<file path="src/pkg/vpss_pkg.sv">
// Shared constants, pin indices and state type of the variable phase shift and status block.
package vpss_pkg;

    // Period of the sampling clock, in ns.
    localparam int unsigned MCLK_PERIOD_NS = 100;

    // Positions of the external pins inside the synchroniser vector.
    localparam int unsigned PIN_COUNT     = 8;
    localparam int unsigned PIN_ADJ_CLK   = 0;
    localparam int unsigned PIN_ADJ_EN    = 1;
    localparam int unsigned PIN_ADJ_DIR   = 2;
    localparam int unsigned PIN_REF       = 3;
    localparam int unsigned PIN_FB        = 4;
    localparam int unsigned PIN_SYNTH     = 5;
    localparam int unsigned PIN_MGR_RST   = 6;
    localparam int unsigned PIN_PEER_LOCK = 7;

    // Shift mode selection codes.
    localparam logic [1:0] SHIFT_MODE_NONE     = 2'h0;
    localparam logic [1:0] SHIFT_MODE_FIXED    = 2'h1;
    localparam logic [1:0] SHIFT_MODE_VARIABLE = 2'h2;

    // Adjustment timing: reference edges to settle, then adjust clock edges before done.
    localparam logic [6:0] SETTLE_REF_CYCLES = 7'h64;
    localparam logic [6:0] ADJ_TAIL_CYCLES   = 7'h03;

    // Step limit terms and the reference rate threshold.
    localparam int unsigned REF_FAST_MHZ    = 60;
    localparam logic [7:0]  LIMIT_OFFSET_NS = 8'h03;
    localparam logic [3:0]  LIMIT_SLOW_MUL  = 4'ha;
    localparam logic [3:0]  LIMIT_FAST_MUL  = 4'hf;
    localparam int unsigned STEP_W          = 13;

    // Stopped-clock detection time and its cycle count, rounded down.
    localparam int unsigned STOP_TIME_NS = 6400;
    localparam logic [7:0]  STOP_CYCLES  = 8'(STOP_TIME_NS / MCLK_PERIOD_NS);

    // Lock detection: alignment window and consecutive matches needed.
    localparam logic [3:0] LOCK_WINDOW  = 4'h2;
    localparam logic [3:0] LOCK_MATCHES = 4'h4;

    // Startup sequencer: six cycles, one step per divider pulse.
    localparam logic [2:0] STARTUP_LAST = 3'h5;
    localparam logic [4:0] STARTUP_DIV  = 5'h0f;

    // Reset values of the step count and status bus.
    localparam logic [STEP_W-1:0] STEP_RESET   = 13'h0000;
    localparam logic [7:0]        STATUS_RESET = 8'h00;
    localparam int unsigned       STAT_REF_STOP   = 1;
    localparam int unsigned       STAT_SYNTH_STOP = 2;

    // States of the adjustment handshake.
    typedef enum logic [1:0] {
        ADJ_IDLE,
        ADJ_REF_WAIT,
        ADJ_CLK_WAIT,
        ADJ_DONE
    } vpss_adj_state_type;

endpackage : vpss_pkg

</file>
<file path="src/pkg/vpss_pin_if.sv">
// Carrier for synchronised pin levels and their edges between the synchroniser and the core.
`timescale 1ns/1ps
interface vpss_pin_if;
    import vpss_pkg::*;
    logic [PIN_COUNT-1:0] lvl;
    logic [PIN_COUNT-1:0] rise;
    logic [PIN_COUNT-1:0] fall;

    modport src (output lvl, output rise, output fall);
    modport dst (input lvl, input rise, input fall);
endinterface : vpss_pin_if

</file>
<file path="src/rtl/vpss_top.sv">
// Variable phase shift handshake, lock and status logic of the clock manager.
//
// Function
// - Shift starts from the signed initial value, -255 to +255.
// - Direction is sampled on adjust clock; high increments, low decrements.
// - Each enabled cycle with direction high adds one fine delay increment.
// - Each enabled cycle with direction low subtracts one fine delay increment.
// - Change applied within 100 reference plus 3 adjust cycles, then one-cycle done.
// - Done is adjust-clock synchronous and signals completion and readiness.
// - All adjustment operations are paced by the adjust clock input.
// - Enable, adjust clock and direction each have selectable polarity.
// - Step count limited by 10 or 15 times (period minus 3).
// - Manager reset returns the step count to zero.
// - Manager reset returns handshake, step, lock, timer and status to power-on, drives lock low; startup and shift outputs reset only by rst_n_i.
// - Manager reset leaves configured attribute values unchanged.
// - Lock high when reference and feedback are aligned, low otherwise.
// - Status bit 1 flags stopped reference, only with feedback and delay-loop outputs.
// - Status bit 2 flags stopped synthesized output, only when connected.
// - Hold-until-lock keeps startup waiting until all flagged managers lock.
// - A selectable startup cycle among six is where the sequence stalls.
`timescale 1ns/1ps
module vpss_top
    import vpss_pkg::*;
(
    input  wire logic              mclk_i,
    input  wire logic              rst_n_i,
    input  wire logic              phase_adjust_clock_i,
    input  wire logic              phase_adjust_enable_i,
    input  wire logic              step_direction_i,
    input  wire logic              reference_clock_in_i,
    input  wire logic              feedback_clock_in_i,
    input  wire logic              synth_clock_out_i,
    input  wire logic              manager_reset_i,
    input  wire logic              peer_locked_i,
    input  wire logic [1:0]        shift_mode_select_i,
    input  wire logic signed [8:0] initial_shift_i,
    input  wire logic              invert_enable_i,
    input  wire logic              invert_adjust_clock_i,
    input  wire logic              invert_direction_i,
    input  wire logic [7:0]        ref_period_ns_i,
    input  wire logic              ref_fast_i,
    input  wire logic              feedback_connected_i,
    input  wire logic              delay_outputs_used_i,
    input  wire logic              synth_connected_i,
    input  wire logic              startup_wait_i,
    input  wire logic [2:0]        startup_stall_cycle_i,
    output logic                   phase_adjust_done_o,
    output logic signed [12:0]     step_count_o,
    output logic signed [13:0]     current_shift_o,
    output logic                   locked_o,
    output logic [7:0]             status_o,
    output logic [2:0]             startup_cycle_o,
    output logic                   startup_done_o
);

    vpss_pin_if pins ();

    // The eight clock, adjust, reset and lock pins cross into the sampling clock through two flip-flops.
    vpss_pin_sync u_sync (
        .mclk_i  (mclk_i),
        .rst_n_i (rst_n_i),
        .pins_i  ({peer_locked_i, manager_reset_i, synth_clock_out_i, feedback_clock_in_i,
                   reference_clock_in_i, step_direction_i, phase_adjust_enable_i, phase_adjust_clock_i}),
        .pins    (pins)
    );

    // Signed step limit from the reference period; periods of 3 ns or less give no range.
    function automatic logic signed [STEP_W-1:0] step_limit(input logic [7:0] period, input logic fast);
        logic [7:0]  term;
        logic [11:0] prod;
        term = (period > LIMIT_OFFSET_NS) ? 8'(period - LIMIT_OFFSET_NS) : 8'h00;
        // Widen before the product so the multiply cannot wrap at eight bits.
        prod = fast ? 12'(term) * 12'(LIMIT_FAST_MUL) : 12'(term) * 12'(LIMIT_SLOW_MUL);
        return $signed({1'b0, prod});
    endfunction : step_limit

    // Polarity selection; an inverted adjust clock is active on the falling pin edge.
    wire adj_edge  = invert_adjust_clock_i ? pins.fall[PIN_ADJ_CLK] : pins.rise[PIN_ADJ_CLK];
    wire adj_en    = pins.lvl[PIN_ADJ_EN] ^ invert_enable_i;
    wire adj_dir   = pins.lvl[PIN_ADJ_DIR] ^ invert_direction_i;
    wire ref_rise  = pins.rise[PIN_REF];
    wire fb_rise   = pins.rise[PIN_FB];
    wire synth_tgl = pins.rise[PIN_SYNTH] | pins.fall[PIN_SYNTH];
    wire mgr_rst   = pins.lvl[PIN_MGR_RST];
    wire peer_lock = pins.lvl[PIN_PEER_LOCK];

    // Clear of handshake, step, done, lock, timer and status logic: the sampling reset or the manager reset; configuration ports are never touched.
    wire clear = !rst_n_i || mgr_rst;

    vpss_adj_state_type state;
    vpss_adj_state_type next_state;
    logic [6:0]              wait_cnt;
    logic                    req_dir;
    logic signed [STEP_W-1:0] step;

    // Request decode: only the variable mode listens to the adjust inputs.
    wire variable_mode = (shift_mode_select_i == SHIFT_MODE_VARIABLE);
    wire ready         = (state == ADJ_IDLE) || (state == ADJ_DONE);
    wire take_req      = ready && adj_edge && adj_en && variable_mode;
    wire ref_last      = (state == ADJ_REF_WAIT) && ref_rise && (wait_cnt == SETTLE_REF_CYCLES - 7'h01);
    wire adj_last      = (state == ADJ_CLK_WAIT) && adj_edge && (wait_cnt == ADJ_TAIL_CYCLES - 7'h01);
    wire signed [STEP_W-1:0] limit = step_limit(ref_period_ns_i, ref_fast_i);
    wire at_top        = (step >= limit);
    wire at_bottom     = (step <= -limit);
    wire apply_step    = ref_last;

    // Next state of the handshake.
    always_comb begin
        next_state = state;
        case (state)
            ADJ_IDLE: begin
                if (take_req) begin
                    next_state = ADJ_REF_WAIT;
                end
            end
            ADJ_REF_WAIT: begin
                if (ref_last) begin
                    next_state = ADJ_CLK_WAIT;
                end
            end
            ADJ_CLK_WAIT: begin
                if (adj_last) begin
                    next_state = ADJ_DONE;
                end
            end
            ADJ_DONE: begin
                if (take_req) begin
                    next_state = ADJ_REF_WAIT;
                end else if (adj_edge) begin
                    next_state = ADJ_IDLE;
                end
            end
            default: begin
                next_state = ADJ_IDLE;
            end
        endcase
    end

    // State register and the shared wait counter.
    always_ff @(posedge mclk_i) begin
        if (clear) begin
            state    <= ADJ_IDLE;
            wait_cnt <= 7'h00;
            req_dir  <= 1'b0;
        end else begin
            state <= next_state;
            if (take_req) begin
                req_dir <= adj_dir;
            end
            if (next_state != state) begin
                wait_cnt <= 7'h00;
            end else if ((state == ADJ_REF_WAIT && ref_rise) || (state == ADJ_CLK_WAIT && adj_edge)) begin
                wait_cnt <= wait_cnt + 7'h01;
            end
        end
    end

    // Step count update; a request at the limit is absorbed but still completes.
    always_ff @(posedge mclk_i) begin
        if (clear) begin
            step <= STEP_RESET;
        end else if (apply_step && req_dir && !at_top) begin
            step <= step + 13'sh0001;
        end else if (apply_step && !req_dir && !at_bottom) begin
            step <= step - 13'sh0001;
        end else if (at_top && step > limit) begin
            step <= limit;
        end else if (at_bottom && step < -limit) begin
            step <= -limit;
        end
    end

    // Done rises on an adjust clock edge and falls on the next one, so it lasts one adjust cycle.
    always_ff @(posedge mclk_i) begin
        if (clear) begin
            phase_adjust_done_o <= 1'b0;
        end else if (adj_last) begin
            phase_adjust_done_o <= 1'b1;
        end else if (adj_edge) begin
            phase_adjust_done_o <= 1'b0;
        end
    end

    // Registered shift outputs; the total shift is the initial value plus accumulated steps.
    always_ff @(posedge mclk_i) begin
        if (!rst_n_i) begin
            step_count_o    <= STEP_RESET;
            current_shift_o <= 14'sh0000;
        end else begin
            step_count_o    <= step;
            current_shift_o <= 14'(initial_shift_i) + 14'(step);
        end
    end

    logic [3:0] fb_age;
    logic [3:0] match_cnt;
    logic [7:0] ref_age;
    logic [7:0] synth_age;

    // Lock detection: feedback must rise within a short window of each reference rise.
    wire aligned   = fb_rise || (fb_age < LOCK_WINDOW);
    wire ref_stop  = (ref_age == STOP_CYCLES);
    wire syn_stop  = (synth_age == STOP_CYCLES);
    always_ff @(posedge mclk_i) begin
        if (clear) begin
            fb_age    <= LOCK_WINDOW;
            match_cnt <= 4'h0;
            locked_o  <= 1'b0;
        end else begin
            fb_age <= fb_rise ? 4'h0 : ((fb_age < LOCK_WINDOW) ? fb_age + 4'h1 : fb_age);
            if (ref_stop) begin
                match_cnt <= 4'h0;
                locked_o  <= 1'b0;
            end else if (ref_rise && !aligned) begin
                match_cnt <= 4'h0;
                locked_o  <= 1'b0;
            end else if (ref_rise && match_cnt < LOCK_MATCHES) begin
                match_cnt <= match_cnt + 4'h1;
            end else if (match_cnt == LOCK_MATCHES) begin
                locked_o <= 1'b1;
            end
        end
    end

    // Stopped-clock timers saturate; a frozen clock can only be told from a slow one by timeout.
    always_ff @(posedge mclk_i) begin
        if (clear) begin
            ref_age   <= 8'h00;
            synth_age <= 8'h00;
        end else begin
            ref_age   <= ref_rise ? 8'h00 : (ref_stop ? ref_age : ref_age + 8'h01);
            synth_age <= synth_tgl ? 8'h00 : (syn_stop ? synth_age : synth_age + 8'h01);
        end
    end

    // Status bus with reserved bits held low.
    wire ref_flag   = ref_stop && feedback_connected_i && delay_outputs_used_i;
    wire synth_flag = syn_stop && synth_connected_i;
    always_ff @(posedge mclk_i) begin
        if (clear) begin
            status_o <= STATUS_RESET;
        end else begin
            status_o                  <= STATUS_RESET;
            status_o[STAT_REF_STOP]   <= ref_flag;
            status_o[STAT_SYNTH_STOP] <= synth_flag;
        end
    end

    logic [4:0] div_cnt;

    // Startup sequencer steps once per divider pulse and may stall at the chosen cycle.
    wire tick      = (div_cnt == STARTUP_DIV);
    wire all_lock  = (!startup_wait_i || locked_o) && peer_lock;
    wire stall     = startup_wait_i && (startup_cycle_o == startup_stall_cycle_i) && !all_lock;
    always_ff @(posedge mclk_i) begin
        if (!rst_n_i) begin
            div_cnt         <= 5'h00;
            startup_cycle_o <= 3'h0;
            startup_done_o  <= 1'b0;
        end else begin
            div_cnt <= tick ? 5'h00 : div_cnt + 5'h01;
            if (tick && !startup_done_o && !stall) begin
                if (startup_cycle_o == STARTUP_LAST) begin
                    startup_done_o <= 1'b1;
                end else begin
                    startup_cycle_o <= startup_cycle_o + 3'h1;
                end
            end
        end
    end
endmodule : vpss_top

</file>
<file path="src/rtl/vpss_pin_sync.sv">
// Two-stage synchroniser and edge finder for the eight clock, adjust, reset and lock pins of the block.
`timescale 1ns/1ps
module vpss_pin_sync
    import vpss_pkg::*;
(
    input  wire logic                 mclk_i,
    input  wire logic                 rst_n_i,
    input  wire logic [PIN_COUNT-1:0] pins_i,
    vpss_pin_if.src                   pins
);

    logic [PIN_COUNT-1:0] stage1;
    logic [PIN_COUNT-1:0] stage2;
    logic [PIN_COUNT-1:0] stage3;

    // Only stage2 reads stage1; edges are taken between stage2 and stage3 so both see the same delay.
    always_ff @(posedge mclk_i) begin
        if (!rst_n_i) begin
            stage1 <= '0;
            stage2 <= '0;
            stage3 <= '0;
        end else begin
            stage1 <= pins_i;
            stage2 <= stage1;
            stage3 <= stage2;
        end
    end

    // Levels and one-cycle edge pulses.
    assign pins.lvl  = stage2;
    assign pins.rise = stage2 & ~stage3;
    assign pins.fall = ~stage2 & stage3;

endmodule : vpss_pin_sync

</file>
<file path="config.mk">
export PLATFORM = sky130hd
export DESIGN_NAME = vpss_top
export DESIGN_NICKNAME = d
export VERILOG_FILES = /design/src/pkg/vpss_pkg.sv /design/src/pkg/vpss_pin_if.sv /design/src/rtl/vpss_top.sv /design/src/rtl/vpss_pin_sync.sv
export SDC_FILE = /design/constraint.sdc
export NUM_CORES = 1
export LEC_CHECK = 0
export ABC_AREA = 1
export BUFFER_PORTS_ARGS = -buffer_cell sky130_fd_sc_hd__buf_2
export CAP_MARGIN = 40
export CORE_ASPECT_RATIO = 1.1
export CORE_UTILIZATION = 56
export CTS_BUF_LIST = sky130_fd_sc_hd__clkbuf_4 sky130_fd_sc_hd__clkbuf_8 sky130_fd_sc_hd__clkbuf_16
export DETAILED_ROUTE_END_ITERATION = 6
export PLACE_DENSITY = 0.86
export SLEW_MARGIN = 20
export SYNTH_ARGS = -nofsm -noshare
export SYNTH_HDL_FRONTEND = slang
export SYNTH_SLANG_ARGS = --single-unit
</file>
<file path="constraint.sdc">
create_clock -name mclk_i -period 7.04 [get_ports mclk_i]
set_input_delay 1.408 -clock mclk_i [delete_from_list [all_inputs] [get_ports mclk_i]]
set_output_delay 1.408 -clock mclk_i [all_outputs]
set_load 0.02 [all_outputs]
</file>
After elaboration in Yosys (flattened, before gate mapping). Cells that the tools add are included.

Bits of input ports: 40. Logic and storage cells: 132. Bits in registers: 115.

Multiply operators: 2. Reduce and logical (&&, ||, !) cells: 50. Multiplexer cells: 17. Bitwise operators: 10. $lt $le $gt $ge: 7. Equality and inequality tests: 13. $add $sub $neg: 12.

Operators with widths (number): $mux W13 (4); $logic_and A1 B1 Y1 (23); $add A8 B1 Y8 const B (2); $eq A8 B7 Y1 const B (2); $add A9 B13 Y14 (1); $mux W2 (7); $add A13 B2 Y13 const B (1); $ge A13 B13 Y1 (1); $gt A13 B13 Y1 (1); $le A13 B13 Y1 (1); $lt A13 B13 Y1 (1); $neg A12 Y13 (1); $sub A13 B2 Y13 const B (1); $and A6 B6 Y6 (2); $mul A8 B4 Y12 const B (1); $mux W12 (1); $not A6 Y6 (2); $mul A8 B3 Y11 const B (1); $reduce_or A2 Y1 (5); $logic_not A1 Y1 (9); $add A4 B1 Y4 const B (2); $gt A8 B2 Y1 const B (1); $mux W8 (1); $pmux W2 S4 (1); other kinds (25) (39).

Longest topological paths before layout.
Depth in word-level cells: 11. Gate-level depth with buffers: 41. Mapped depth without buffers: 41.

Hierarchy. A second synthesis with hierarchy kept.

Cell total of the unflattened synthesis: 1177. Area total of the unflattened synthesis: 8167.8 µm².

By module, submodules not included: vpss_top (instances 1, area each 7364.6 µm², cells an instance 1071, sequential area each 1741.7 µm²); vpss_pin_sync (instances 1, area each 803.3 µm², cells an instance 106, sequential area each 480.5 µm²).

Least setup slack after synthesis. Ideal clock, no wire load.

Kind: input to register. Start point: in ref_period_ns_i[0]. End point: reg step[10]. Stages on the path: 34. Arrival time: 6395 ps. Data required time: 6918 ps. Path slack: 523 ps. Setup time: 122 ps. Cells stage by stage: ha_1 -> nor2_1 -> nor2_1 -> nor3_1 -> inv_1 -> fa_1 -> fa_1 -> inv_1 -> ha_1 -> nand2_1 -> nand2_1 -> inv_2 -> nand2_1 -> nand2_1 -> nand3_1 -> nand2_1 -> nor2_8 -> nand2_4 -> nor2_4 -> nand2_1 -> nand2_1 -> nand2_1 -> ha_1 -> a21oi_1 -> o21ai_0 -> a31oi_1 -> nand3_1 -> nand2_1 -> inv_2 -> nand2_1 -> nand4_4 -> buf_4 -> o21ai_0 -> a21oi_2.

Word-level cells in the longest chain between the ends: 10. Elaborated cells on any way between the ends: 22.

RTL lines: from (decl) (line vpss_top.sv:40) `input wire logic [7:0] ref_period_ns_i,`; $sub A8 B2 Y8 or $gt A8 B2 Y1 (tied branches) (line vpss_top.sv:71) `term = (period > LIMIT_OFFSET_NS) ? 8'(period - LIMIT_OFFSET_NS) : 8'h00;`; $mux W8 (*) (line vpss_top.sv:71); $mul A8 B4 Y12 or $mul A8 B3 Y11 (tied branches) (line vpss_top.sv:73) `prod = fast ? 12'(term) * 12'(LIMIT_FAST_MUL) : 12'(term) * 12'(LIMIT_SLOW_MUL);`; $mux W12 (*) (line vpss_top.sv:73); $neg A12 Y13 (line vpss_top.sv:104, vpss_top.sv:168, vpss_top.sv:169); $le A13 B13 Y1 (line vpss_top.sv:104) `wire at_bottom = (step <= -limit);`; $logic_not A1 Y1 (line vpss_top.sv:164) `end else if (apply_step && !req_dir && !at_bottom) begin`; $logic_and A1 B1 Y1 (line vpss_top.sv:164); $mux W13 (line vpss_top.sv:164); $mux W13 (line vpss_top.sv:162) `end else if (apply_step && req_dir && !at_top) begin`; to (signal assigned) (line vpss_top.sv:163) `step <= step + 13'sh0001;`; to (signal assigned) (line vpss_top.sv:165) `step <= step - 13'sh0001;`; to (signal assigned) (line vpss_top.sv:167) `step <= limit;`; to (decl) (line vpss_top.sv:94) `logic signed [STEP_W-1:0] step;`.

Mark *: on every way between the ends. The rest lies on a longest branch, timed or not. The select of a mux whose other input is x is not followed. A chain may end at the register's enable or synchronous reset.

Final worst setup path.
Start point: in ref_period_ns_i[0]. End point: reg step[4].

The elaborated chain is that of the path after synthesis.

==> metrics.yaml <==
outcome: "finished, final reports clean"
slowest_delay_ns: 0.56
pwr-share-comb_pct: 56.3
clkSinkCount: 107
clock_skew_ns: 0.0136
core_area_um2: 13900
final.setup.worst_slack_ns: 0.560
rr_worst_depth: 14
maxCapViolations: 0
dieHeight_um: 128
rsz0062_at_grt: "no"
avgViaCountPerCell: 5.22
worstHoldStart: "u_sync.stage1[6]"
area_growth_syn_to_layout_pct: 11.3
fillers: 1205
critPathLaunchType: "primary input"
critPathLaunch: "ref_period_ns_i[0]"
ys_ff_latch: 107
synth_edf_count: 0
cp_slowest_cell: "fa_1"
power.internal_mw: 1.53
switching_share_pct: 48.2
power_mw: 2.96
drtAntennaViolNets: 0
relSlewSlack_pct: 44.4
path_buf_inv: 8
grt_pass1_wl_um: 31100
design.die.area_um2: 14800
cp_max_fo: 13
cts_made_buffers: 9
use_met3_pct: 3.61
slew_viol_final: 0
wl_per_cell_um: 12.6
grt_max_degree: 47
grt_usage_pct: 25.9
ios: 81
post-route-period-util_pct: 92.0
fin_crit_ns: 6.48
synth_area_um2: 8030
synth_cell_types: 46
rows: 45
die_w_um: 116
leakage_nw: 4.77
setup_viol: 0
vdd_drop_max_mv: 0.161
pwr-share-seq_pct: 27.2
fmax_mhz: 154
clk_latency_ns: 0.35
antenna_cells: 0
nets: 1402
h-tree-depth: 3
grt_pass1_vias: 7219
fin_util_pct: 64.2
async_flop_share_pct: 0
clock-root-buffer: "clkbuf_16"
multi_input_area_um2: 4940
num_vias: 7608
crit_cells: 37
ff_latch_area_um2: 2140
crit_type: "in2reg"
hpwlAfterDp_um: 14200
cp.required_ns: 7.33
grt-ovfl-total: 0
groute.layer.met2.usage_pct: 46.2
post-place-ws_ns: 0.222
hold_depth: 2
routed_wl_um: 18400
clk_path_buf_depth: 2
gp_congestion: 1.07
powerDensity_nw_per_um2: 331
final_hold_viol_count: 0
worst_pin_slew_ns: 0.834
drc: 0
path_delay_family: "simple AND/OR/NAND/NOR gates"
reg2reg_slack_ns: 4.26
pwr-share-clk_pct: 16.6
drtIter0Drc: 497
ys.flop_type: "dfxtp_1"
start_util_pct: 57.7
yosysWarnings: 0
rr_startpoint: "step[2]"
io_buffers: 74
antenna_found_initial: 0
ys_seq_area_share_pct: 26.7
fin_tns_setup_ns: 0
drive_gt1_share_pct: 11.5
drt_first_pass_iters: 5
syn_inst: 1187
crit_path_end_kind: "flip-flop"
cp.arrival_ns: 6.77
switching_power_mw: 1.43
hold_class: "reg2reg"
cts_tree: "built"
top_usage_layer: "met2"
clk_pin_slew_ns: 0.08
cts-hold-fix-buffers: 0
use_met1_pct: 30.0
avgSynthCellArea_um2: 6.76
cpMostUsedCell: "nand2_1"
[power groups by stage]
stage / combinational, mW / clock [mW] / sequential (mW)
finish: 1.66 / 0.490 / 0.803
global placement: 1.55 / 0 / 0.809
CTS: 1.61 / 0.497 / 0.799
detailed placement: 1.59 / 0 / 0.814
floorplan: 1.22 / 0 / 0.818
global route: 1.90 / 0.522 / 0.816
[cell usage after synthesis, drive strengths merged, types with 7 or more instances]
library cell | instances | share of area (%)
a21oi | 76 | 4.8
buf | 12 | 1.0
clkbuf | 10 | 0.47
dfxtp | 107 | 27
fa | 13 | 3.2
ha | 84 | 13
inv | 233 | 11
nand2 | 268 | 13
nand3 | 70 | 4.6
nand4 | 18 | 1.6
nor2 | 114 | 6.0
nor3 | 26 | 1.7
nor4 | 7 | 0.55
o21ai | 67 | 4.3
xnor2 | 9 | 0.98
xor2 | 25 | 2.7
[cells by family after synthesis]
group	Yosys count	share of synthesized area [%]
and+or+nand+nor	522	29.0
buffers and inverters	255	12.4
AOI/OAI and AO/OA	171	11.8
DFF	107	26.7
adders and majority gates	97	16.3
xor gates and xnor gates	34	3.71
other	1	0.0467
[final timing paths]
check	to
max reg2reg	step[4]
max	step[4]
min	u_sync.pins.lvl[6]
min reg2reg	u_sync.pins.lvl[6]
[what timing repair did]
item                                    CTS  global route
gates resized for setup                   0            10
setup buffers                             0             1
endpoints found under the setup margin    0            13
hold endpoints to repair                  0             0
[tightest hold or removal path: cells and delay by family (launching register included)]
family,cells,cell delay [ns]
DFF,1,0.32
and+or+nand+nor,1,0.05
buffers and inverters,1,0.04
[per-stage QoR]
stage	cells	area, um2	hold slack [ns]
after floorplan	1192	8050	0.390
after global placement	1440	8600	0.392
after detailed placement	1440	8600	0.410
after CTS	1456	8890	0.426
after global routing	1458	8930	0.437
final	1458	8930	0.422
[flip-flops by register name, indices dropped and copies added, names as in the netlist, 5 cells and up]
name and cells:
ref_age 8, u_sync.pins.lvl 8, step 13, div_cnt 5
step_count_o 13, synth_age 8, u_sync.stage1 8, current_shift_o 14
wait_cnt 7
[final cells by class]
| cell class | instances | share of cell area [%] |
|---|---|---|
| clock buffer | 10 | 2.61 |
| clock inverter | 6 | 0.686 |
| inverter | 233 | 9.82 |
| multi-input combinational | 831 | 55.3 |
| sequential | 107 | 24.0 |
| tap | 188 | 2.63 |
| timing repair buffer | 83 | 4.94 |
[cells in the final DEF, fill, tap and decap left out, types with 11 or more instances in the layout]
cell,netlist,routed
xor2_1,25,25
nand2_2,8,11
ha_1,84,83
inv_1,224,223
nor3_1,25,24
a21oi_1,74,74
nand3_1,67,67
fa_1,13,13
o21ai_0,48,47
nor2_1,109,108
nand4_1,17,17
nand2_1,257,254
buf_2,4,74
o21ai_1,17,18
dfxtp_1,107,107
[routing by layer]
| layer | wire, um | part of all wire (%) |
|---|---|---|
| met2 | 8910 | 48 |
| met3 | 771 | 4.2 |
| met1 | 7990 | 43 |
| met5 | 0 | 0 |
| met4 | 713 | 3.9 |
(Power assumes the default switching activity.)
